[src/core/tape_status_pkg.sv]
package tape_status_pkg;

  // Register map, byte addresses
  localparam logic [11:0] ADDR_SEL_STATUS = 12'h000;
  localparam logic [11:0] ADDR_GRP_STATUS = 12'h004;
  localparam logic [11:0] ADDR_CONDITION = 12'h008;
  localparam logic [11:0] ADDR_READ_CHAR = 12'h00C;
  localparam logic [11:0] ADDR_IRQ_STATUS = 12'h010;
  localparam logic [11:0] ADDR_IRQ_MASK = 12'h014;

  // Selected-drive status bit positions
  localparam int SEL_MAIN_AVAIL = 0;
  localparam int SEL_FWD_READY = 1;
  localparam int SEL_BWD_READY = 2;
  localparam int SEL_REWOUND = 3;
  localparam int SEL_PROTECT = 4;

  // Group status bit positions
  localparam int GRP_NO_WRITER = 0;
  localparam int GRP_WR_CLUTCH = 1;
  localparam int GRP_RD_FWD = 2;
  localparam int GRP_RD_REV = 3;
  localparam int GRP_WR_FWD = 4;
  localparam int GRP_RD_ALERT = 5;
  localparam int GRP_WR_ALERT = 6;
  localparam int GRP_PLASTIC = 7;

  // Interrupt event bit positions
  localparam int EV_CHAR = 0;
  localparam int EV_OVERRUN = 1;
  localparam int EV_COND_CHANGE = 2;
  localparam int EV_BAD_TAPE = 3;
  localparam int EV_INTERVENE = 4;

  localparam int SEL_W = 5;
  localparam int GRP_W = 8;
  localparam int EV_W = 5;
  localparam int CHAR_W = 7;
  localparam int BUS_W = 8;
  localparam int SYNC_W = SEL_W + GRP_W + BUS_W;

  localparam logic [EV_W-1:0] IRQ_MASK_RST = 5'h00;

  // Selected-drive condition, decoded from the two ready lines
  typedef enum logic [1:0] {
    COND_BUSY_OR_HELD = 2'b00,
    COND_FWD_SET = 2'b01,
    COND_BWD_SET = 2'b10,
    COND_FIRST_BLOCK = 2'b11
  } drive_cond_t;

  // Selected-drive lines
  typedef struct packed {
    logic master_reel_protect;
    logic rewound_locked;
    logic backward_ready;
    logic forward_ready;
    logic main_unit_available;
  } sel_status_t;

  // Group lines, driven by whichever drive has read or write fired
  typedef struct packed {
    logic plastic_tape_mounted;
    logic write_bad_tape_alert;
    logic read_bad_tape_alert;
    logic write_drive_fwd;
    logic read_drive_rev;
    logic read_drive_fwd;
    logic write_clutch_engaged;
    logic no_writer_active;
  } grp_status_t;

  // Read bus: sprocket on top of seven information bits
  typedef struct packed {
    logic sprocket;
    logic [CHAR_W-1:0] info;
  } read_bus_t;

endpackage : tape_status_pkg

[src/core/level_sync.sv]
`timescale 1ns/1ps
// Three-stage sampler; a change is accepted once stages two and three agree
module level_sync #(
  parameter int WIDTH = 1
) (
  input wire logic pclk, // System clock
  input wire logic presetn, // Async reset, active low
  input wire logic [WIDTH-1:0] async_in, // Levels from outside the domain
  output logic [WIDTH-1:0] sync_out // Filtered, synchronous levels
);

  logic [WIDTH-1:0] s1_r;
  logic [WIDTH-1:0] s2_r;
  logic [WIDTH-1:0] s3_r;
  logic [WIDTH-1:0] out_r;
  logic [WIDTH-1:0] out_nxt;

  // Per-bit agreement filter; stage one feeds stage two only
  genvar i;
  generate
    for (i = 0; i < WIDTH; i++) begin : g_bit
      always_comb begin
        out_nxt[i] = (s2_r[i] == s3_r[i]) ? s3_r[i] : out_r[i];
      end
    end
  endgenerate

  // Shift and hold
  always_ff @(posedge pclk or negedge presetn) begin
    if (!presetn) begin
      s1_r <= '0;
      s2_r <= '0;
      s3_r <= '0;
      out_r <= '0;
    end else begin
      s1_r <= async_in;
      s2_r <= s1_r;
      s3_r <= s2_r;
      out_r <= out_nxt;
    end
  end

  assign sync_out = out_r;

endmodule : level_sync

[src/core/tape_unit_status_decoder.sv]
// The implementer's own choices: the APB slave port and the register offsets.
`timescale 1ns/1ps
// Functional notes
// - Status split: selected-drive lines versus lines of the active drive
// - Both ready lines high means first-block condition
// - Both ready lines low means drive busy or held
// - main_unit_available low means operator intervention needed
module tape_unit_status_decoder
  import tape_status_pkg::*;
(
  input wire logic pclk, // APB clock, 100 MHz
  input wire logic presetn, // Async reset, active low
  input wire logic psel, // APB select
  input wire logic penable, // APB access phase
  input wire logic pwrite, // APB direction
  input wire logic [11:0] paddr, // APB byte address
  input wire logic [31:0] pwdata, // APB write data
  output logic [31:0] prdata, // APB read data
  output logic pready, // APB ready
  output logic pslverr, // APB error, unmapped address
  input wire sel_status_t sel_lines, // Lines of the selected drive
  input wire grp_status_t grp_lines, // Lines of the active drive
  input wire read_bus_t read_bus_lines, // Read bus from reading drive
  output logic irq, // Level interrupt
  output logic first_block, // Selected drive in first-block state
  output logic drive_unavailable, // Selected drive busy or held
  output logic needs_operator // Operator intervention required
);

  // All three line groups share one sampler so they settle together
  localparam int RAW_W = SYNC_W;

  // Raw pins and their synchronised copies
  logic [RAW_W-1:0] raw_in;
  logic [RAW_W-1:0] synced;
  sel_status_t sel_s;
  grp_status_t grp_s;
  read_bus_t rb_s;

  assign raw_in = {sel_lines, grp_lines, read_bus_lines};

  level_sync #(
    .WIDTH(RAW_W)
  ) u_sync (
    .pclk(pclk),
    .presetn(presetn),
    .async_in(raw_in),
    .sync_out(synced)
  );

  assign sel_s = sel_status_t'(synced[RAW_W-1 -: SEL_W]);
  assign grp_s = grp_status_t'(synced[RAW_W-SEL_W-1 -: GRP_W]);
  assign rb_s = read_bus_t'(synced[BUS_W-1:0]);

  // Condition decode used by both output and event logic
  function automatic drive_cond_t cond_of(input sel_status_t s);
    cond_of = drive_cond_t'({s.backward_ready, s.forward_ready});
  endfunction : cond_of

  // Condition of the selected drive this cycle
  drive_cond_t cond_now;
  assign cond_now = cond_of(sel_s);

  // Data path state
  logic sprk_prev_r, sprk_prev_nxt;
  logic [CHAR_W-1:0] char_r, char_nxt;
  logic char_valid_r, char_valid_nxt;
  drive_cond_t cond_prev_r, cond_prev_nxt;
  logic first_r, first_nxt;
  logic unavail_r, unavail_nxt;
  logic oper_r, oper_nxt;
  logic [EV_W-1:0] ev_set;

  // APB and interrupt state
  logic [EV_W-1:0] ist_r, ist_nxt;
  logic [EV_W-1:0] imask_r, imask_nxt;
  logic [31:0] prdata_r, prdata_nxt;
  logic pready_r, pready_nxt;
  logic pslverr_r, pslverr_nxt;
  logic irq_r, irq_nxt;
  logic acc;
  logic rd_char;

  // Access phase not yet answered; a read of the slot empties it
  assign acc = psel && penable && !pready_r;
  assign rd_char = acc && !pwrite && (paddr == ADDR_READ_CHAR);

  // Character capture and condition tracking
  always_comb begin
    sprk_prev_nxt = rb_s.sprocket;
    char_nxt = char_r;
    char_valid_nxt = char_valid_r;
    ev_set = '0;
    if (rb_s.sprocket && !sprk_prev_r) begin
      char_nxt = rb_s.info;
      char_valid_nxt = 1'b1;
      ev_set[EV_CHAR] = 1'b1;
      // Unread character is overwritten; software learns of the loss
      ev_set[EV_OVERRUN] = char_valid_r;
    end
    // Reading the character slot empties it, unless a new one lands now
    if (rd_char && !ev_set[EV_CHAR]) begin
      char_valid_nxt = 1'b0;
    end
    cond_prev_nxt = cond_now;
    if (cond_now != cond_prev_r) begin
      ev_set[EV_COND_CHANGE] = 1'b1;
    end
    // Level events re-arm every cycle while the level stands
    // alerts raise one event
    ev_set[EV_BAD_TAPE] = grp_s.read_bad_tape_alert | grp_s.write_bad_tape_alert;
    first_nxt = (cond_now == COND_FIRST_BLOCK);
    unavail_nxt = (cond_now == COND_BUSY_OR_HELD);
    oper_nxt = !sel_s.main_unit_available;
    ev_set[EV_INTERVENE] = oper_nxt;
  end

  // One wait state: answer on the second access edge
  always_comb begin
    pready_nxt = acc;
    pslverr_nxt = 1'b0;
    prdata_nxt = 32'h0000_0000;
    imask_nxt = imask_r;
    // Set wins over a write-one clear in the same cycle
    ist_nxt = ist_r | ev_set;
    if (acc) begin
      case (paddr)
        ADDR_SEL_STATUS: prdata_nxt = {27'h0000000, sel_s};
        ADDR_GRP_STATUS: prdata_nxt = {24'h000000, grp_s};
        ADDR_CONDITION: prdata_nxt = {27'h0000000, oper_r, unavail_r, first_r, cond_prev_r};
        ADDR_READ_CHAR: prdata_nxt = {23'h000000, char_valid_r, rb_s.sprocket, char_r};
        ADDR_IRQ_STATUS: begin
          prdata_nxt = {27'h0000000, ist_r};
          if (pwrite) begin
            ist_nxt = (ist_r & ~pwdata[EV_W-1:0]) | ev_set;
          end
        end
        ADDR_IRQ_MASK: begin
          prdata_nxt = {27'h0000000, imask_r};
          if (pwrite) begin
            imask_nxt = pwdata[EV_W-1:0];
          end
        end
        // Unmapped offsets answer with an error and have no effect
        default: pslverr_nxt = 1'b1;
      endcase
      // Writes answer with zero data; read-only targets ignore them
      if (pwrite) begin
        prdata_nxt = 32'h0000_0000;
      end
    end
    // From next values, so irq follows its event by one edge only
    irq_nxt = |(ist_nxt & imask_nxt);
  end

  // Data path registers; sprocket history resets to the idle low level
  always_ff @(posedge pclk or negedge presetn) begin
    if (!presetn) begin
      sprk_prev_r <= 1'b0;
      char_r <= '0;
      char_valid_r <= 1'b0;
      cond_prev_r <= COND_BUSY_OR_HELD;
      first_r <= 1'b0;
      unavail_r <= 1'b0;
      oper_r <= 1'b0;
    end else begin
      sprk_prev_r <= sprk_prev_nxt;
      char_r <= char_nxt;
      char_valid_r <= char_valid_nxt;
      cond_prev_r <= cond_prev_nxt;
      first_r <= first_nxt;
      unavail_r <= unavail_nxt;
      oper_r <= oper_nxt;
    end
  end

  // APB and interrupt registers
  always_ff @(posedge pclk or negedge presetn) begin
    if (!presetn) begin
      ist_r <= '0;
      imask_r <= IRQ_MASK_RST;
      prdata_r <= 32'h0000_0000;
      pready_r <= 1'b0;
      pslverr_r <= 1'b0;
      irq_r <= 1'b0;
    end else begin
      ist_r <= ist_nxt;
      imask_r <= imask_nxt;
      prdata_r <= prdata_nxt;
      pready_r <= pready_nxt;
      pslverr_r <= pslverr_nxt;
      irq_r <= irq_nxt;
    end
  end

  // Every output comes straight from a register
  assign prdata = prdata_r;
  assign pready = pready_r;
  assign pslverr = pslverr_r;
  assign irq = irq_r;
  assign first_block = first_r;
  assign drive_unavailable = unavail_r;
  assign needs_operator = oper_r;

endmodule : tape_unit_status_decoder

[config.mk]
export PLATFORM = sky130hd
export DESIGN_NAME = tape_unit_status_decoder
export DESIGN_NICKNAME = d
export VERILOG_FILES = /design/src/core/tape_status_pkg.sv /design/src/core/level_sync.sv /design/src/core/tape_unit_status_decoder.sv
export SDC_FILE = /design/constraint.sdc
export NUM_CORES = 1
export LEC_CHECK = 0
export BUFFER_PORTS_ARGS = -buffer_cell sky130_fd_sc_hd__buf_2
export CORE_UTILIZATION = 41
export DETAILED_ROUTE_END_ITERATION = 8
export GPL_TIMING_DRIVEN = 0
export PLACE_DENSITY = 0.62
export REMOVE_ABC_BUFFERS = 1
export SETUP_SLACK_MARGIN = 0.5
export SLEW_MARGIN = 20
export SYNTH_ARGS = -nofsm -noshare
export SYNTH_HDL_FRONTEND = slang
export SYNTH_SLANG_ARGS = --single-unit
export TNS_END_PERCENT = 50
[constraint.sdc]
create_clock -name pclk -period 4.3 [get_ports pclk]
set_clock_uncertainty 0.05 [all_clocks]
set_input_delay 1.29 -clock pclk [delete_from_list [all_inputs] [get_ports pclk]]
set_output_delay 1.29 -clock pclk [all_outputs]
set_load 0.1 [all_outputs]
# After elaboration in Yosys (flattened, before gate mapping)
# Index checks and enable logic that the tools add are counted.
totals:
  ff_bits: 143
  latchBits: 0
  mem_bits_rw: 0
  rom_bits: 0
  out_inout_bits: 38
  word_cells: 102
  mem_count: 0
classes:
  add_sub_neg: 0
  multipliers: 0
  div: 0
  order_cmp: 0
  eq_ne: 28
  shifts: 0
  n_mux: 15
  bitwise: 6
  reduce_logical: 16
ops:
  columns: ["op", "count"]
  rows:
  - ["32-bit 2-to-1 mux", 2]
  - ["9-bit one-hot mux with 6 select lines", 1]
  - ["5-bit 2-to-1 mux", 6]
  - ["12-bit by 4-bit equality test with 1-bit output (second input constant)", 2]
  - ["12-bit by 5-bit equality test with 1-bit output (second input constant)", 2]
  - ["1-bit equality test", 21]
  - ["12-bit by 3-bit equality test with 1-bit output (second input constant)", 1]
  - ["12-bit zero test", 1]
  - ["5-bit AND", 2]
  - ["5-bit OR", 2]
  - ["1-bit logical AND", 6]
  - ["6-bit OR reduction", 1]
  - ["1-bit zero test", 5]
  - ["1-bit 2-to-1 mux", 5]
  - ["5-bit inverter", 1]
  - ["5-bit OR reduction", 1]
  - ["2-bit equality test (second input constant)", 1]
  - ["2-bit zero test", 1]
  - ["2-bit 2-to-1 mux", 1]
  - ["2-bit != test", 1]
  - ["2-bit nonzero test", 1]
  - ["1-bit OR", 1]

# Logic depth before layout (Yosys ltp)
logic_depth:
  ltp_word: 9
  ltp_mapped: 7
  mapped_depth_nobuf: 6

# Hierarchy
# Synthesis repeated with hierarchy kept, for this count alone.
unflattened:
  cells_unflattened: 261
  area_unflattened_um2: 4121.5
modules_own_cells:
  columns: ["module", "instances", "cells_per_inst", "area_per_inst_um2", "seq_area_each_um2"]
  rows:
  - ["level_sync", 1, 105, 2338.5, 2102.0]
  - ["tape_unit_status_decoder", 1, 156, 1783.0, 900.9]

# Worst setup path before layout
# No wires, ideal clock.
synth_path:
  kind: "input port to flip-flop"
  startpoint: "input port paddr[0]"
  endpoint: "register irq_r (netlist: irq)"
  t_arrival_ns: 3.180
  required_time_ns: 4.118
  slack_ns: 0.938
  stages: 7
  n_path_buf: 1
  path_cell_list: "or4_4 -> nor4_4 -> and4_1 -> buf_2 -> mux2_2 -> a222oi_1 -> nand3_1"
synth_via:
  elab_chain_len: 5
synth_rtl:
  columns: ["item", "line", "rtl"]
  rows:
  - ["start, declared", "tape_unit_status_decoder.sv:16", "input wire logic [11:0] paddr,"]
  - ["12-bit by 5-bit equality test with 1-bit output", "tape_unit_status_decoder.sv:127", "case (paddr)"]
  - ["5-bit 2-to-1 mux", "tape_unit_status_decoder.sv:127", null]
  - ["5-bit 2-to-1 mux", "tape_unit_status_decoder.sv:126", "if (acc) begin"]
  - ["net imask_nxt[3]", "tape_unit_status_decoder.sv:76", "logic [EV_W-1:0] imask_r, imask_nxt;"]
  - ["5-bit AND", "tape_unit_status_decoder.sv:153", "irq_nxt = |(ist_nxt & imask_nxt);"]
  - ["5-bit OR reduction", "tape_unit_status_decoder.sv:153", null]
  - ["net irq_nxt", "tape_unit_status_decoder.sv:80", "logic irq_r, irq_nxt;"]
  - ["end signal, assigned", "tape_unit_status_decoder.sv:192", "irq_r <= irq_nxt;"]
  - ["end, declared", "tape_unit_status_decoder.sv:80", null]
# The timed path passes the listed nets, and every way through them passes these cells.
# A chain may end at the register's enable or synchronous reset.

# Worst setup path in the final report
# Ends and elaborated chain as after synthesis.

==> metrics.yaml <==
layout-drive-gt1-share: 0.3208
grt_pass1_wl_um: 10580
slew_headroom: 0.3972
layout_commonest_cell: "dfrtp_1"
cts_tree: "yes"
vias: 2183
synth_edf_count: 0
syn_to_final_growth_pct: 23.21
post_cts_buffers: 0
setup_ws_ns: 0.6275
syn_area_per_cell_um2: 15.46
ys_async_sr_fraction: 1.000
power.total_mw: 2.826
synth-simple-area-share: 0.05734
swShare: 0.2390
syn_inst: 264
timing.fmax_ghz: 0.2723
drtIter0Drc: 81
via_per_inst: 4.557
clockRootBuffer: "clkbuf_8"
p_int_mw: 2.150
maxCapViolations: 0
wl_um: 6435
io_pins: 108
r2r_end: "irq"
p_leak_nw: 2.289
crit_required_ns: 4.62
dp_hpwl_um: 4127
fin_cells: 479
grt_max_degree: 73
holdWs_ns: 0.2943
clk_path_buf_depth: 2
pwr-share-clk: 0.480
critPathSlowestCell: "nor4_4"
max_stage_delay_ns: 0.67
hold_viol: 0
cts_resized: 0
grt_pass1_vias: 2204
grt_antenna_before_repair: 0
critPathLaunchType: "primary input"
die_x_um: 101.8
ff2ff_setup_slack_ns: 2.07
min_to: "u_sync.s2_r[19]"
layout_worst_path_cycle_share: 0.8541
slew_viol_final: 0
ir_drop_uv: 207.1
synthMuxAreaShare: 0.04416
synth_compound_area_frac: 0.05213
die_h_um: 101.8
placed_cells: 448
track_usage: 0.1414
port_buffers: 57
r2r-start: "pready"
initial_utilization: 0.4194
layout_min_cycle_time_ns: 3.673
gp_congestion: 0.7105
fin_tns_setup_ns: 0
power.switching_uw: 675.4
synthAdderAreaFrac: 0.05152
cp-end-kind: "register"
cts_sinks: 120
dp_worst_setup_slack_ns: 0.1997
p_per_area_nw_per_um2: 562.1
critPathArrivalTime_ns: 3.99
crit_type: "in -> reg"
mostFrequentLayoutCells: "dfrtp_1 (120), buf_2 (56), conb_1 (23)"
seq_power_share: 0.441
seq_area_frac_synth: 0.7360
yosys.cell_types.count: 35
final_net_count: 404
n_antenna_cell: 0
status: "finished clean"
synth_top_family_by_area: "simple AND/OR/NAND/NOR gates"
yosys_warnings: 0
num_rows: 36
comb_power_share: 0.078
worst-path-buf-inv: 1
hold_path.startpoint: "u_sync.s1_r[19]"
tightest_slew_ns: 0.9023
cts_buffers: 17
syn_area_um2: 4080
first_pass_iters: 4
hp-class: "reg -> reg"
worstHoldPathCells: 0
crit_family: "simple AND/OR/NAND/NOR gates"
cp_cell_sequence: "buf_2, or4_4, nor4_4, and4_1, mux2_2, a222oi_1, nand3_1"
ys_seq_elements: 120
htree_levels: 4
grt.overflow.total: 0
clk_latency_ns: 0.51
cts-hold-fix-buffers: 0
ant_nets: 0
ys.flop_type: "dfrtp_1"
cts.clk_slew.worst_paths_ns: 0.06
finalSetupViolCount: 0
synth_xor_area_frac: 0.004293
wl_per_cell_um: 13.43
design.core.area_um2: 9729
crit_fanout: 11
die-area_um2: 10350
rsz0062_at_grt: "no"
reg2reg_depth: 6
drc: 0
-- power by group through the flow --
stage | clock network [mW] | logic, mW | registers [mW]
after floorplan | 0 | 0.136 | 1.28
after global placement | 0 | 0.218 | 1.27
after CTS | 1.39 | 0.225 | 1.25
after detailed placement | 0 | 0.225 | 1.27
final | 1.36 | 0.222 | 1.25
after global routing | 1.45 | 0.237 | 1.26
-- worst max path at each step --
stage | slack (ns) | start | cells after the start | to
floorplan | 0.71 | paddr[0] | 6 | irq
global placement | 0.18 | paddr[0] | 7 | irq
detailed placement | 0.20 | paddr[0] | 7 | irq
CTS | 0.66 | paddr[0] | 7 | irq
global route | 0.57 | paddr[0] | 7 | irq
finish | 0.63 | paddr[0] | 7 | irq
-- metal layers --
metal  vias up  share of wire  track usage
met5         -              0            0
met4         0          0.013      0.06800
met3         8          0.059      0.06004
met2        68           0.48       0.2074
met1      1096           0.45       0.1812
li1       1011              -            -
-- worst register-to-register path, delay by kind of cell, from the launching register on --
kind               cells  cell delay [ns]
DFF                    1             0.37
AOI/OAI and AO/OA      2             0.74
and+or+nand+nor        4             0.94
-- flip-flops by register name, summed over array words and instances (netlist names) --
register	cells
u_sync.s1_r	21
cond_prev_r	2
imask_r	5
drive_unavailable	1
pready	1
prdata	9
u_sync.sync_out	21
pslverr	1
u_sync.s3_r	21
char_r	7
irq	1
needs_operator	1
sprk_prev_r	1
char_valid_r	1
first_block	1
u_sync.s2_r	21
ist_r	5
-- logic make-up (layout without fill, tap and decap cells) --
logic type,count (synthesis),count (layout)
other,1,23
XOR/XNOR,2,2
buffers and inverters,33,93
AND/OR/NAND/NOR,40,40
AO/OA/AOI/OAI,31,31
adder cells (fa/ha/maj),21,21
multiplexers,16,16
flip-flops,120,120
-- Yosys cell counts (all sizes together) (2+ instances only) --
library cell,count,share of area
and3,3,0.0046
o21ai,2,0.0025
nand2,6,0.0055
a22oi,12,0.022
or3,2,0.0031
dfrtp,120,0.74
nor2,14,0.013
inv,4,0.0037
a21o,3,0.0055
xor2,2,0.0043
clkbuf,4,0.0037
nand3,5,0.0074
or4,2,0.0055
a21oi,8,0.0098
mux2,16,0.044
buf,25,0.046
maj3,21,0.052
-- area by class of cell --
| type | count | area, µm² |
|---|---|---|
| clock buffers | 18 | 427.9 |
| clock inverters | 13 | 155.1 |
| fillers | 839 | 4702 |
| inverters | 4 | 15.01 |
| multi-input cells | 133 | 940.9 |
| flip-flops and latches | 120 | 3003 |
| well taps | 133 | 166.4 |
| repair buffers | 58 | 319.1 |
-- stage by stage --
step / util / instance area (µm²)
after floorplan: - / 3959
after global placement: 0.4533 / 4410
after detailed placement: 0.4568 / 4444
after CTS: 0.5167 / 5027
after global routing: 0.5167 / 5027
final: 0.5167 / 5027
(Power assumes the default switching activity.)
